<file path="src/hdl/rst_src_pkg.sv">
// constants, types and register map of the reset source controller
package rst_src_pkg;

  // ************************************************************
  // register map
  // ************************************************************
  localparam logic [7:0] MONITOR_CTRL_ADDR = 8'hff;
  localparam logic [7:0] CAUSE_ADDR = 8'hef;
  localparam int MON_EN_BIT = 7;
  localparam int SUPPLY_OK_BIT = 6;
  localparam int CAUSE_FLASH_BIT = 6;
  localparam int CAUSE_CMP_BIT = 5;
  localparam int CAUSE_SOFT_BIT = 4;
  localparam int CAUSE_WDOG_BIT = 3;
  localparam int CAUSE_CLK_BIT = 2;
  localparam int CAUSE_POR_BIT = 1;
  localparam int CAUSE_PIN_BIT = 0;
  localparam int CAUSE_W = 7;
  localparam logic [CAUSE_W-1:0] CAUSE_NONE = 7'h00;
  localparam logic [5:0] MON_UNUSED_READ = 6'h00;
  localparam logic [7:0] READ_UNMAPPED = 8'h00;

  // ************************************************************
  // addresses
  // ************************************************************
  localparam logic [15:0] START_ADDR = 16'h0000;
  localparam logic [15:0] FLASH_LIMIT = 16'h3dff;

  // ************************************************************
  // timing
  // ************************************************************
  localparam int CLOCK_HZ = 40_000_000;
  localparam int CLOCK_LOSS_TIMEOUT_US = 100;
  localparam int CLOCK_LOSS_CYCLES = CLOCK_HZ / 1_000_000 * CLOCK_LOSS_TIMEOUT_US;
  localparam int POR_DELAY_MS = 10;
  localparam int POR_DELAY_CYCLES = CLOCK_HZ / 1000 * POR_DELAY_MS;
  localparam int WDOG_PRESCALE = 12;
  localparam int WDOG_TIMEOUT_TICKS = 256;
  localparam int INT_HOLD_CYCLES = 4;

  // ************************************************************
  // types
  // ************************************************************
  typedef enum logic [3:0] {
    ST_POWER = 4'b0001,
    ST_DELAY = 4'b0010,
    ST_RUN = 4'b0100,
    ST_HOLD = 4'b1000
  } rst_state_t;

  typedef struct packed {
    logic xdata_write;
    logic code_read;
    logic fetch;
    logic secure_block;
    logic [15:0] addr;
  } flash_access_t;

endpackage

</file>
<file path="src/hdl/clock_loss_detect.sv">
// detector for a clock held at one level too long
`timescale 1ns/1ps
module clock_loss_detect import rst_src_pkg::*; #(
  parameter int LIMIT = CLOCK_LOSS_CYCLES
) (
  input wire logic mclk,
  input wire logic rst_n,
  input wire logic enable,
  input wire logic system_clock,
  output logic timeout
);
  localparam int CW = $clog2(LIMIT + 1);

  if (LIMIT < 2) begin : g_chk
    $error("clock loss limit too small");
  end

  logic prev_reg;
  logic prev_next;
  logic [CW-1:0] cnt_reg;
  logic [CW-1:0] cnt_next;
  logic timeout_reg;
  logic timeout_next;

  always_comb begin
    prev_next = system_clock;
    cnt_next = cnt_reg;
    timeout_next = 1'b0;
    if (!enable || system_clock != prev_reg) begin
      cnt_next = '0;
    end else if (cnt_reg == CW'(LIMIT - 1)) begin
      // fires for one cycle, then counts again from zero and refires while the level still holds
      timeout_next = 1'b1;
      cnt_next = '0;
    end else begin
      cnt_next = cnt_reg + CW'(1);
    end
  end

  always_ff @(posedge mclk) begin
    if (!rst_n) begin
      prev_reg <= 1'b0;
      cnt_reg <= '0;
      timeout_reg <= 1'b0;
    end else begin
      prev_reg <= prev_next;
      cnt_reg <= cnt_next;
      timeout_reg <= timeout_next;
    end
  end

  assign timeout = timeout_reg;
endmodule

</file>
<file path="src/hdl/rst_src_ctrl.sv">
// reset source controller: sequencing, cause flags and control registers
//
// Contract
// - hold reset, drive pin until supply good, delay
// - power-on exit sets power-on flag
// - other resets clear power-on flag; a monitor reset sets it
// - fetch always restarts at fixed address
// - power-on enables and selects supply monitor
// - low supply with monitor active holds reset
// - only power-on changes monitor enable state
// - monitor reset release has no delay
// - monitor resets only when also selected
// - monitor enable bit 7, sticky, one after power-on
// - bit 6 live supply status, low bits ignored
// - external low pin resets, sets pin flag
// - clock held too long resets when enabled
// - clock-loss bit enables; reads cause flag
// - internal resets leave pin undriven
// - enabled low comparator resets, sets its flag
// - watchdog on after reset, expiry sets flag
// - illegal flash access resets, sets flash flag
// - software bit forces reset, reads one after
// - clock-loss timeout about one hundred microseconds
// - cause flags bits six to zero, seven zero
`timescale 1ns/1ps
module rst_src_ctrl import rst_src_pkg::*; #(
  parameter int POR_DELAY = POR_DELAY_CYCLES,
  parameter int CLOCK_LOSS_LIMIT = CLOCK_LOSS_CYCLES,
  parameter int WDOG_TIMEOUT = WDOG_TIMEOUT_TICKS,
  parameter int HOLD_CYCLES = INT_HOLD_CYCLES
) (
  input wire logic mclk,
  input wire logic rst_n,
  input wire logic supply_ok,
  input wire logic rst_pin_in,
  output logic rst_pin_out,
  output logic rst_pin_oe_n,
  input wire logic comparator_out,
  input wire logic system_clock,
  input wire logic flash_write_enable,
  input wire flash_access_t flash_access,
  input wire logic wdog_service,
  input wire logic wdog_disable,
  input wire logic [7:0] sfr_addr,
  input wire logic sfr_wr,
  input wire logic sfr_rd,
  input wire logic [7:0] sfr_wdata,
  output logic [7:0] sfr_rdata,
  output logic core_reset_n,
  output logic [15:0] fetch_start_addr
);

  // ************************************************************
  // sizes and elaboration checks
  // ************************************************************
  localparam int CW = $clog2(POR_DELAY + HOLD_CYCLES + 1);

  if (POR_DELAY < 1 || HOLD_CYCLES < 1) begin : g_chk
    $error("reset delays must be at least one cycle");
  end

  // ************************************************************
  // state
  // ************************************************************
  rst_state_t state_reg;
  rst_state_t state_next;
  logic [CW-1:0] cnt_reg;
  logic [CW-1:0] cnt_next;
  logic [CAUSE_W-1:0] cause_reg;
  logic [CAUSE_W-1:0] cause_next;
  logic mon_en_reg;
  logic mon_en_next;
  logic mon_sel_reg;
  logic mon_sel_next;
  logic cmp_en_reg;
  logic cmp_en_next;
  logic clk_en_reg;
  logic clk_en_next;
  logic wd_en_reg;
  logic wd_en_next;
  logic pin_drive_reg;
  logic pin_drive_next;
  logic core_rst_n_reg;
  logic core_rst_n_next;
  logic [7:0] rdata_reg;
  logic [7:0] rdata_next;
  logic [15:0] start_reg;
  logic [15:0] start_next;

  logic clock_lost;
  logic wdog_expire;
  logic flash_err;
  logic monitor_trip;
  logic wr_cause;
  logic wr_monitor;
  logic [CAUSE_W-1:0] trig;

  // ************************************************************
  // helpers
  // ************************************************************
  function automatic logic [CAUSE_W-1:0] cause_only(input int bit_pos);
    logic [CAUSE_W-1:0] v;
    v = CAUSE_NONE;
    v[bit_pos] = 1'b1;
    return v;
  endfunction

  function automatic logic above_user_space(input logic [15:0] addr);
    return addr > FLASH_LIMIT;
  endfunction

  // ************************************************************
  // helper blocks
  // ************************************************************
  clock_loss_detect #(
    .LIMIT(CLOCK_LOSS_LIMIT)
  ) u_clock_loss (
    .mclk(mclk),
    .rst_n(rst_n),
    .enable(clk_en_reg && state_reg == ST_RUN),
    .system_clock(system_clock),
    .timeout(clock_lost)
  );

  // watchdog sits idle while the core is in reset, restarting with it
  watchdog_timer #(
    .PRESCALE(WDOG_PRESCALE),
    .TIMEOUT(WDOG_TIMEOUT)
  ) u_watchdog (
    .mclk(mclk),
    .rst_n(rst_n),
    .enable(wd_en_reg && state_reg == ST_RUN),
    .service(wdog_service),
    .expire(wdog_expire)
  );

  // ************************************************************
  // reset triggers
  // ************************************************************
  always_comb begin
    flash_err = 1'b0;
    if (flash_access.xdata_write && flash_write_enable &&
        above_user_space(flash_access.addr)) begin
      flash_err = 1'b1;
    end
    if ((flash_access.code_read || flash_access.fetch) &&
        above_user_space(flash_access.addr)) begin
      flash_err = 1'b1;
    end
    if ((flash_access.xdata_write || flash_access.code_read || flash_access.fetch) &&
        flash_access.secure_block) begin
      flash_err = 1'b1;
    end
  end

  assign wr_cause = sfr_wr && sfr_addr == CAUSE_ADDR;
  assign wr_monitor = sfr_wr && sfr_addr == MONITOR_CTRL_ADDR;
  // monitor needs both the enable and the selection to reset
  assign monitor_trip = mon_en_reg && mon_sel_reg && !supply_ok;

  // one bit per source except the monitor, which is checked ahead of these; the priority encoder below picks one
  always_comb begin
    trig = CAUSE_NONE;
    trig[CAUSE_PIN_BIT] = !rst_pin_in;
    trig[CAUSE_CLK_BIT] = clock_lost;
    trig[CAUSE_CMP_BIT] = cmp_en_reg && !comparator_out;
    trig[CAUSE_WDOG_BIT] = wdog_expire;
    trig[CAUSE_FLASH_BIT] = flash_err;
    trig[CAUSE_SOFT_BIT] = wr_cause && sfr_wdata[CAUSE_SOFT_BIT];
  end

  // ************************************************************
  // sequencer and flags
  // ************************************************************
  always_comb begin
    state_next = state_reg;
    cnt_next = cnt_reg;
    cause_next = cause_reg;
    mon_en_next = mon_en_reg;
    mon_sel_next = mon_sel_reg;
    cmp_en_next = cmp_en_reg;
    clk_en_next = clk_en_reg;
    wd_en_next = wd_en_reg;
    case (state_reg)
      ST_POWER: begin
        cnt_next = '0;
        if (supply_ok) begin
          state_next = ST_DELAY;
        end
      end
      ST_DELAY: begin
        if (!supply_ok) begin
          state_next = ST_POWER;
          cnt_next = '0;
        end else if (cnt_reg == CW'(POR_DELAY - 1)) begin
          state_next = ST_RUN;
          cause_next = cause_only(CAUSE_POR_BIT);
        end else begin
          cnt_next = cnt_reg + CW'(1);
        end
      end
      ST_RUN: begin
        cnt_next = '0;
        if (wr_monitor) begin
          mon_en_next = sfr_wdata[MON_EN_BIT];
        end
        if (wr_cause) begin
          // writing one selects; writing zero drops the selection
          mon_sel_next = sfr_wdata[CAUSE_POR_BIT];
          clk_en_next = sfr_wdata[CAUSE_CLK_BIT];
          cmp_en_next = sfr_wdata[CAUSE_CMP_BIT];
        end
        if (monitor_trip) begin
          state_next = ST_HOLD;
          cause_next = cause_only(CAUSE_POR_BIT);
        end else if (trig != CAUSE_NONE) begin
          state_next = ST_HOLD;
          if (trig[CAUSE_PIN_BIT]) begin
            cause_next = cause_only(CAUSE_PIN_BIT);
          end else if (trig[CAUSE_CLK_BIT]) begin
            cause_next = cause_only(CAUSE_CLK_BIT);
          end else if (trig[CAUSE_CMP_BIT]) begin
            cause_next = cause_only(CAUSE_CMP_BIT);
          end else if (trig[CAUSE_WDOG_BIT]) begin
            cause_next = cause_only(CAUSE_WDOG_BIT);
          end else if (trig[CAUSE_FLASH_BIT]) begin
            cause_next = cause_only(CAUSE_FLASH_BIT);
          end else begin
            cause_next = cause_only(CAUSE_SOFT_BIT);
          end
        end
        if (state_next == ST_HOLD) begin
          // monitor enable and selection survive; comparator and clock-loss enables drop, watchdog enable sets
          cmp_en_next = 1'b0;
          clk_en_next = 1'b0;
          wd_en_next = 1'b1;
        end else if (wdog_disable) begin
          wd_en_next = 1'b0;
        end
      end
      ST_HOLD: begin
        if (cause_reg[CAUSE_POR_BIT]) begin
          if (supply_ok) begin
            state_next = ST_RUN;
          end
        end else if (cause_reg[CAUSE_PIN_BIT]) begin
          if (rst_pin_in) begin
            state_next = ST_RUN;
          end
        end else if (cnt_reg == CW'(HOLD_CYCLES - 1)) begin
          state_next = ST_RUN;
        end else begin
          cnt_next = cnt_reg + CW'(1);
        end
      end
      default: begin
        state_next = ST_POWER;
        cnt_next = '0;
      end
    endcase
  end

  // ************************************************************
  // outputs and register reads
  // ************************************************************
  always_comb begin
    core_rst_n_next = state_next == ST_RUN;
    // pin is pulled only for supply-related resets
    pin_drive_next = state_next == ST_POWER || state_next == ST_DELAY ||
                     (state_next == ST_HOLD && cause_next[CAUSE_POR_BIT]);
    start_next = START_ADDR;
    rdata_next = rdata_reg;
    if (sfr_rd) begin
      if (sfr_addr == MONITOR_CTRL_ADDR) begin
        rdata_next = {mon_en_reg, supply_ok, MON_UNUSED_READ};
      end else if (sfr_addr == CAUSE_ADDR) begin
        rdata_next = {1'b0, cause_reg};
      end else begin
        rdata_next = READ_UNMAPPED;
      end
    end
  end

  always_ff @(posedge mclk) begin
    if (!rst_n) begin
      state_reg <= ST_POWER;
      cnt_reg <= '0;
      cause_reg <= CAUSE_NONE;
      mon_en_reg <= 1'b1;
      mon_sel_reg <= 1'b1;
      cmp_en_reg <= 1'b0;
      clk_en_reg <= 1'b0;
      wd_en_reg <= 1'b1;
      pin_drive_reg <= 1'b1;
      core_rst_n_reg <= 1'b0;
      rdata_reg <= READ_UNMAPPED;
      start_reg <= START_ADDR;
    end else begin
      state_reg <= state_next;
      cnt_reg <= cnt_next;
      cause_reg <= cause_next;
      mon_en_reg <= mon_en_next;
      mon_sel_reg <= mon_sel_next;
      cmp_en_reg <= cmp_en_next;
      clk_en_reg <= clk_en_next;
      wd_en_reg <= wd_en_next;
      pin_drive_reg <= pin_drive_next;
      core_rst_n_reg <= core_rst_n_next;
      rdata_reg <= rdata_next;
      start_reg <= start_next;
    end
  end

  assign rst_pin_out = 1'b0;
  assign rst_pin_oe_n = !pin_drive_reg;
  assign core_reset_n = core_rst_n_reg;
  assign fetch_start_addr = start_reg;
  assign sfr_rdata = rdata_reg;

endmodule

</file>
<file path="src/hdl/watchdog_timer.sv">
// watchdog counting mclk divided by the prescale
`timescale 1ns/1ps
module watchdog_timer import rst_src_pkg::*; #(
  parameter int PRESCALE = WDOG_PRESCALE,
  parameter int TIMEOUT = WDOG_TIMEOUT_TICKS
) (
  input wire logic mclk,
  input wire logic rst_n,
  input wire logic enable,
  input wire logic service,
  output logic expire
);
  localparam int PW = $clog2(PRESCALE);
  localparam int TW = $clog2(TIMEOUT + 1);

  if (PRESCALE < 2 || TIMEOUT < 2) begin : g_chk
    $error("watchdog prescale or timeout too small");
  end

  logic [PW-1:0] pre_reg;
  logic [PW-1:0] pre_next;
  logic [TW-1:0] tick_reg;
  logic [TW-1:0] tick_next;
  logic expire_reg;
  logic expire_next;

  always_comb begin
    pre_next = pre_reg;
    tick_next = tick_reg;
    expire_next = 1'b0;
    if (!enable || service) begin
      pre_next = '0;
      tick_next = '0;
    end else if (pre_reg == PW'(PRESCALE - 1)) begin
      pre_next = '0;
      if (tick_reg == TW'(TIMEOUT - 1)) begin
        expire_next = 1'b1;
        tick_next = '0;
      end else begin
        tick_next = tick_reg + TW'(1);
      end
    end else begin
      pre_next = pre_reg + PW'(1);
    end
  end

  always_ff @(posedge mclk) begin
    if (!rst_n) begin
      pre_reg <= '0;
      tick_reg <= '0;
      expire_reg <= 1'b0;
    end else begin
      pre_reg <= pre_next;
      tick_reg <= tick_next;
      expire_reg <= expire_next;
    end
  end

  assign expire = expire_reg;
endmodule

</file>
<file path="config.mk">
export PLATFORM = sky130hd
export DESIGN_NAME = rst_src_ctrl
export DESIGN_NICKNAME = d
export VERILOG_FILES = /design/src/hdl/rst_src_pkg.sv /design/src/hdl/clock_loss_detect.sv /design/src/hdl/rst_src_ctrl.sv /design/src/hdl/watchdog_timer.sv
export SDC_FILE = /design/constraint.sdc
export NUM_CORES = 1
export LEC_CHECK = 0
export BUFFER_PORTS_ARGS = -buffer_cell sky130_fd_sc_hd__buf_2
export CAP_MARGIN = 20
export CORE_MARGIN = 2
export CORE_UTILIZATION = 45
export DETAILED_ROUTE_END_ITERATION = 8
export PLACE_DENSITY = 0.77
export REMOVE_ABC_BUFFERS = 1
export SYNTH_ARGS = -nofsm -noshare
export SYNTH_HDL_FRONTEND = slang
export SYNTH_SLANG_ARGS = --single-unit
</file>
<file path="constraint.sdc">
create_clock -name mclk -period 2.2 [get_ports mclk]
set_clock_uncertainty 0.05 [all_clocks]
set_input_delay 0.22 -clock mclk [delete_from_list [all_inputs] [get_ports mclk]]
set_output_delay 0.22 -clock mclk [all_outputs]
set_load 0.005 [all_outputs]
</file>
---- Word level (Yosys, flattened, before mapping) ----
Index checks and enable logic that the tools add are counted.
cells by class
  add/subtract/negate cells ............... 4
  magnitude comparators ................... 1
  eq/ne operators ......................... 24
  multiplexer cells ....................... 42
  bitwise gates (word level) .............. 2
  reductions and logical operators ........ 41
operators by type and width
  kind                                                             count
  two-way mux 19 bit                                               5
  two-way mux 7 bit                                                10
  two-way mux 4 bit                                                11
  one-hot mux 19 bit (2 select lines)                              1
  adder 19 x 1 -> 19 bit, second input constant                    1
  equality test 19 bit, second input constant                      1
  equality test 19 x 2 -> 1 bit, second input constant             1
  equality test 4 bit, second input constant                       4
  equality test 8 bit, second input constant                       2
  greater-than comparator 16 x 14 -> 1 bit, second input constant  1
  one-hot mux 4 bit (4 select lines)                               1
  one-hot mux 7 bit (2 select lines)                               1
  logical AND 1 bit                                                13
  adder 12 x 1 -> 12 bit, second input constant                    1
  equality test 12 bit, second input constant                      1
  two-way mux 1 bit                                                11
  != test 2 bit, second input constant                             5
  adder 9 x 1 -> 9 bit, second input constant                      1
  equality test 9 x 8 -> 1 bit, second input constant              1
  two-way mux 9 bit                                                1
  OR reduction 3 bit                                               3
  equality test 4 x 1 -> 1 bit, second input constant              2
  equality test 4 x 2 -> 1 bit, second input constant              2
  equality test 4 x 3 -> 1 bit, second input constant              2
  other kinds (13)                                                 32
word-level totals
  register bits after elaboration ......... 73
  input bits .............................. 47

---- Longest topological paths before layout ----
  depth after elaboration ................. 15
  mapped depth ............................ 8
  mapped depth without buffers ............ 7

---- Hierarchy ----
A second synthesis with hierarchy kept.
second synthesis, totals
  cell total of the unflattened synthesis .. 415
  area, all modules ....................... 3,585.9 µm²
modules (own cells, without submodules)
  module             instances  cells an instance  area each (µm²)  sequential area each (µm²)
  rst_src_ctrl       1          286                2,312.2          900.9
  clock_loss_detect  1          63                 641.9            280.3
  watchdog_timer     1          66                 631.9            280.3

---- Worst setup path before layout ----
Ideal clock, no wire load.
  path kind ............................... reg-to-reg
  start ................................... register cnt_reg[0]
  end ..................................... register cnt_reg[5]
  arrival ................................. 1,629 ps
  required time ........................... 2,010 ps
  path slack .............................. 381 ps
  cell stages (with the launch flop) ...... 9
  buffers on the path ..................... 2
  clock period less this slack ............ 1,819 ps
  cells stage by stage .................... dfxtp_1 -> ha_1 -> clkbuf_1 -> nand4_1 -> o21ai_2 -> buf_6 -> nor3_2 -> xnor2_1 -> nor2_1
on the way
  word-level cells in the longest chain between the ends .. 5
  elaborated cells between the ends (all ways) .. 12
  those cells by class .................... add/sub (1); eq/ne (4); mux (6); reduce/logical (1)
ends and longest elaborated chain
  item                                 RTL line                                  RTL
  start: declaration                   rst_src_ctrl.sv:67                        logic [CW-1:0] cnt_reg;
  start signal: assignment             rst_src_ctrl.sv:300                       cnt_reg <= cnt_next;
  adder 19 x 1 -> 19 bit               rst_src_ctrl.sv:199, rst_src_ctrl.sv:253
  two-way mux 19 bit                   rst_src_ctrl.sv:250                       end else if (cnt_reg == CW'(HOLD_CYCLES - 1)) begin
  two-way mux 19 bit                   rst_src_ctrl.sv:246                       end else if (cause_reg[CAUSE_PIN_BIT]) begin
  two-way mux 19 bit                   rst_src_ctrl.sv:242                       if (cause_reg[CAUSE_POR_BIT]) begin
  one-hot mux 19 bit (2 select lines)  rst_src_ctrl.sv:184                       case (state_reg)
Parallel ways exist; a longest one is shown, timed or not. The select of a mux whose other input is x is not followed.
A chain may end at the register's enable or synchronous reset.

---- Worst setup path in the final report ----
  start ................................... register cmp_en_reg
  end ..................................... register cause_reg[6]
on the way
  word-level cells in the longest chain between the ends .. 7
  elaborated cells between the ends (all ways) .. 10
  those cells by class .................... eq/ne (1); mux (6); reduce/logical (3)
ends and longest elaborated chain
  item                                RTL line             RTL
  start: declaration                  rst_src_ctrl.sv:75   logic cmp_en_reg;
  start signal: assignment            rst_src_ctrl.sv:304  cmp_en_reg <= cmp_en_next;
  logical AND 1 bit (*)               rst_src_ctrl.sv:166  trig[CAUSE_CMP_BIT] = cmp_en_reg && !comparator_out;
  two-way mux 7 bit                   rst_src_ctrl.sv:222  end else if (trig[CAUSE_CMP_BIT]) begin
  two-way mux 7 bit                   rst_src_ctrl.sv:220  end else if (trig[CAUSE_CLK_BIT]) begin
  two-way mux 7 bit                   rst_src_ctrl.sv:218  if (trig[CAUSE_PIN_BIT]) begin
  two-way mux 7 bit                   rst_src_ctrl.sv:216  end else if (trig != CAUSE_NONE) begin
  two-way mux 7 bit                   rst_src_ctrl.sv:213  if (monitor_trip) begin
  one-hot mux 7 bit (2 select lines)  rst_src_ctrl.sv:184
  end signal: assignment              rst_src_ctrl.sv:301  cause_reg <= cause_next;
  end: declaration                    rst_src_ctrl.sv:69   logic [CAUSE_W-1:0] cause_reg;
Mark *: on every way between the ends. The rest lies on a longest branch, timed or not. The select of a mux whose other input is x is not followed.

==> flow_summary_export.csv <==
group,metric,value,unit
clock_network,cts_setup_buffers,0,
final_layout,nets,511,
timing,rsz0062_at_grt,"no",
grt,grt_max_degree,20,
worst_setup_path,crit_buf_inv,0,
synthesis,synthTopCellsByArea,"dfxtp_1, nor2_1, xnor2_1",
synthesis,async_flop_share,0,
flow_run,drv_cap,0,
grt,grt_pass1_wl,12300,um
final_layout,area_growth_syn_to_layout,14.0,%
worst_setup_path,crit_path_start,"cmp_en_reg$_SDFFE_PN0P_",
timing,drv_slew,0,
floorplan,die_w,93,um
synthesis,synth.distinct_cells,53,
final_layout,stdcell_count,567,
synthesis,ys_seq_elements,73,
synthesis,synth_top_area_cell,"dfxtp_1",
clock_network,cts_resized,0,
synthesis,avgSynthCellArea,8.69,sq um
final_layout,final_cell_mix,"dfxtp_1, nor2_1, buf_2",
clock_network,insertion_delay,0.35,ns
drt,via_per_inst,5.24,
floorplan,start_util,0.464,
worst_setup_path,crit_type,"reg2reg",
synthesis,syn_area,3560,sq um
timing,hold_viol,0,
timing,max_freq,504,MHz
place,place_congestion,0.823,
synthesis,ys_seq_area_frac,0.410,
final_layout,largest_reg_flops,19,
clock_network,htreeDepth,3,
floorplan,pin_count,74,
place,io_buffer_count,44,
final_layout,layout_commonest_cell,"dfxtp_1",
worst_setup_path,worst-r2r-setup-slack,0.22,ns
clock_network,clock-root-buffer,"clkbuf_8",
place,dp_cells,551,
power,irDropWorstVdd,0.243,mV
power,finalPower,2550,uW
clock_network,path_clk_slew,0.08,ns
timing,finalCriticalPeriod,1.98,ns
place,dp.final_hpwl,5390,um
clock_network,clockBufferDepth,2,
worst_setup_path,r2r_end,"cause_reg[6]$_SDFFE_PN0P_",
timing,finalSetupTns,0,ns
synthesis,syn_inst,410,
clock_network,cts_sinks,73,
worst_setup_path,crit_cells,6,
grt,grt_usage,0.178,
grt,grt_pass1_vias,2802,
synthesis,yosys_warnings,0,
worst_setup_path,worstPathArrival,2.22,ns
drt,drt-pass1-iter-count,4,
drt,vias,2973,
timing,fin_ws,0.217,ns
worst_setup_path,critPathSlowestCell,"nor4b_1",
drt,avgRoutedWirePerCell,12.8,um
run_status,status,"completed",
grt,antenna_found_initial,0,
worst_setup_path,cp_top_family,"simple AND/OR/NAND/NOR gates",
timing,worst_pin_slew,0.560,ns
timing,fin_crit_sh,0.901,
worst_setup_path,reg2regPathDepth,6,
power,p_per_area,627,nW/um^2
floorplan,die_y,93,um
floorplan,rows,32,
final_layout,drive_gt1_frac,0.194,
synthesis,synth_edf_count,0,
floorplan,coreArea,7690,sq um
worst_setup_path,crit_path_start_kind,"register",
final_layout,fill_cells,695,
drt,antenna_left,0,
grt,overflow,0,
worst_setup_path,max_stage_delay,0.44,ns
place,post-place-ws,0.190,ns
drt,routed_wl,7270,um
drt,drcViolationCount,0,
timing,slew-limit-headroom,0.625,
drt,drt_iter0_drc,90,
worst_setup_path,cp-endpoint,"cause_reg[6]$_SDFFE_PN0P_",
worst_setup_path,cp_max_fo,6,
floorplan,dieArea,8650,sq um
worst_setup_path,reg2reg_from,"cmp_en_reg$_SDFFE_PN0P_",
power,power.leakage,0.00152,uW
clock_network,cts_buffers,9,
worst_hold_path,hp-class,"in2reg",
timing,final-setup-viol-count,0,
synthesis,netlist.area_leader.share,0.410,
final_layout,antenna_cells,0,
worst_setup_path,critPathCaptureType,"register",
worst_setup_path,cp_cell_sequence,"nor2b_1 -> nor4b_1 -> o21a_1 -> a31oi_1 -> nor3_4 -> a22o_1",
clock_network,cts_tree,"yes",
synthesis,synth_flop_cell,"dfxtp_1",
clock_network,holdBufCountCts,0,
timing,hold_ws,0.0410,ns
worst_setup_path,worst-endpoint-required,2.44,ns
[cell type report]
type / instances / area (sq um) / share of cell area
Multi-Input combinational cell: 313 / 1930 / 0.475
Sequential cell: 73 / 1460 / 0.359
Timing Repair Buffer: 52 / 293 / 0.0720
Clock buffer: 10 / 138 / 0.0339
Tap cell: 102 / 128 / 0.0314
Clock inverter: 6 / 72.6 / 0.0179
Inverter: 11 / 41.3 / 0.0102
[routing by layer]
layer / track usage / vias to the layer above / share of wire
li1: - / 1491 / -
met3: 0.0516 / 13 / 0.046
met5: 0 / - / 0
met1: 0.215 / 1391 / 0.44
met2: 0.296 / 78 / 0.50
met4: 0.0699 / 0 / 0.017
[where the power goes]
part / switching, uW / internal [uW] / total [uW]
combinational: 51.3 / 41.4 / 92.7
clock: 555 / 569 / 1120
sequential: 8.70 / 1320 / 1330
[kinds of logic after synthesis]
group | count (synthesis) | synth area share
mux | 2 | 0.00562
buf+inv | 40 | 0.0667
compound gates | 46 | 0.0871
flops | 73 | 0.410
other cells | 1 | 0.00105
simple gates | 208 | 0.327
fa+ha+maj | 4 | 0.0140
xor+xnor | 36 | 0.0885
[tightest hold or removal path: cells and delay by family]
kind | cells | cell delay, ns
and+or+nand+nor | 2 | 0.10
buffers and inverters | 1 | 0.08
[cells in the mapped netlist, types with 10 or more instances]
cell / number
dfxtp_1: 73
nor2_1: 63
nand2_1: 31
xnor2_1: 26
nand3_1: 21
a21oi_1: 19
buf_4: 17
nand4_1: 16
inv_1: 11
nor3_2: 11
nor3_1: 10
xor2_1: 10
[worst min path at each step]
| stage | start | to | slack, ns | cells past startpoint |
|---|---|---|---|---|
| 2_1_floorplan | rst_n | mon_en_reg$_SDFFE_PN1P_ | 0.23 | 1 |
| 3_3_place_gp | u_watchdog.tick_reg[8]$_SDFFE_PP0N_ | u_watchdog.tick_reg[8]$_SDFFE_PP0N_ | 0.38 | 1 |
| 3_5_place_dp | u_watchdog.tick_reg[8]$_SDFFE_PP0N_ | u_watchdog.tick_reg[8]$_SDFFE_PP0N_ | 0.38 | 1 |
| 4_1_cts | sfr_wdata[1] | mon_sel_reg$_SDFFE_PN1P_ | 0.03 | 3 |
| 5_1_grt | sfr_wdata[1] | mon_sel_reg$_SDFFE_PN1P_ | 0.04 | 3 |
| 6_report | sfr_wdata[1] | mon_sel_reg$_SDFFE_PN1P_ | 0.04 | 3 |
[per-stage QoR]
stage	util	instance area [sq um]
finish	0.529	4070
global route	0.529	4070
CTS	0.528	4060
detailed placement	0.501	3850
global placement	0.501	3850
floorplan	-	3430
(Power assumes the default switching activity.)
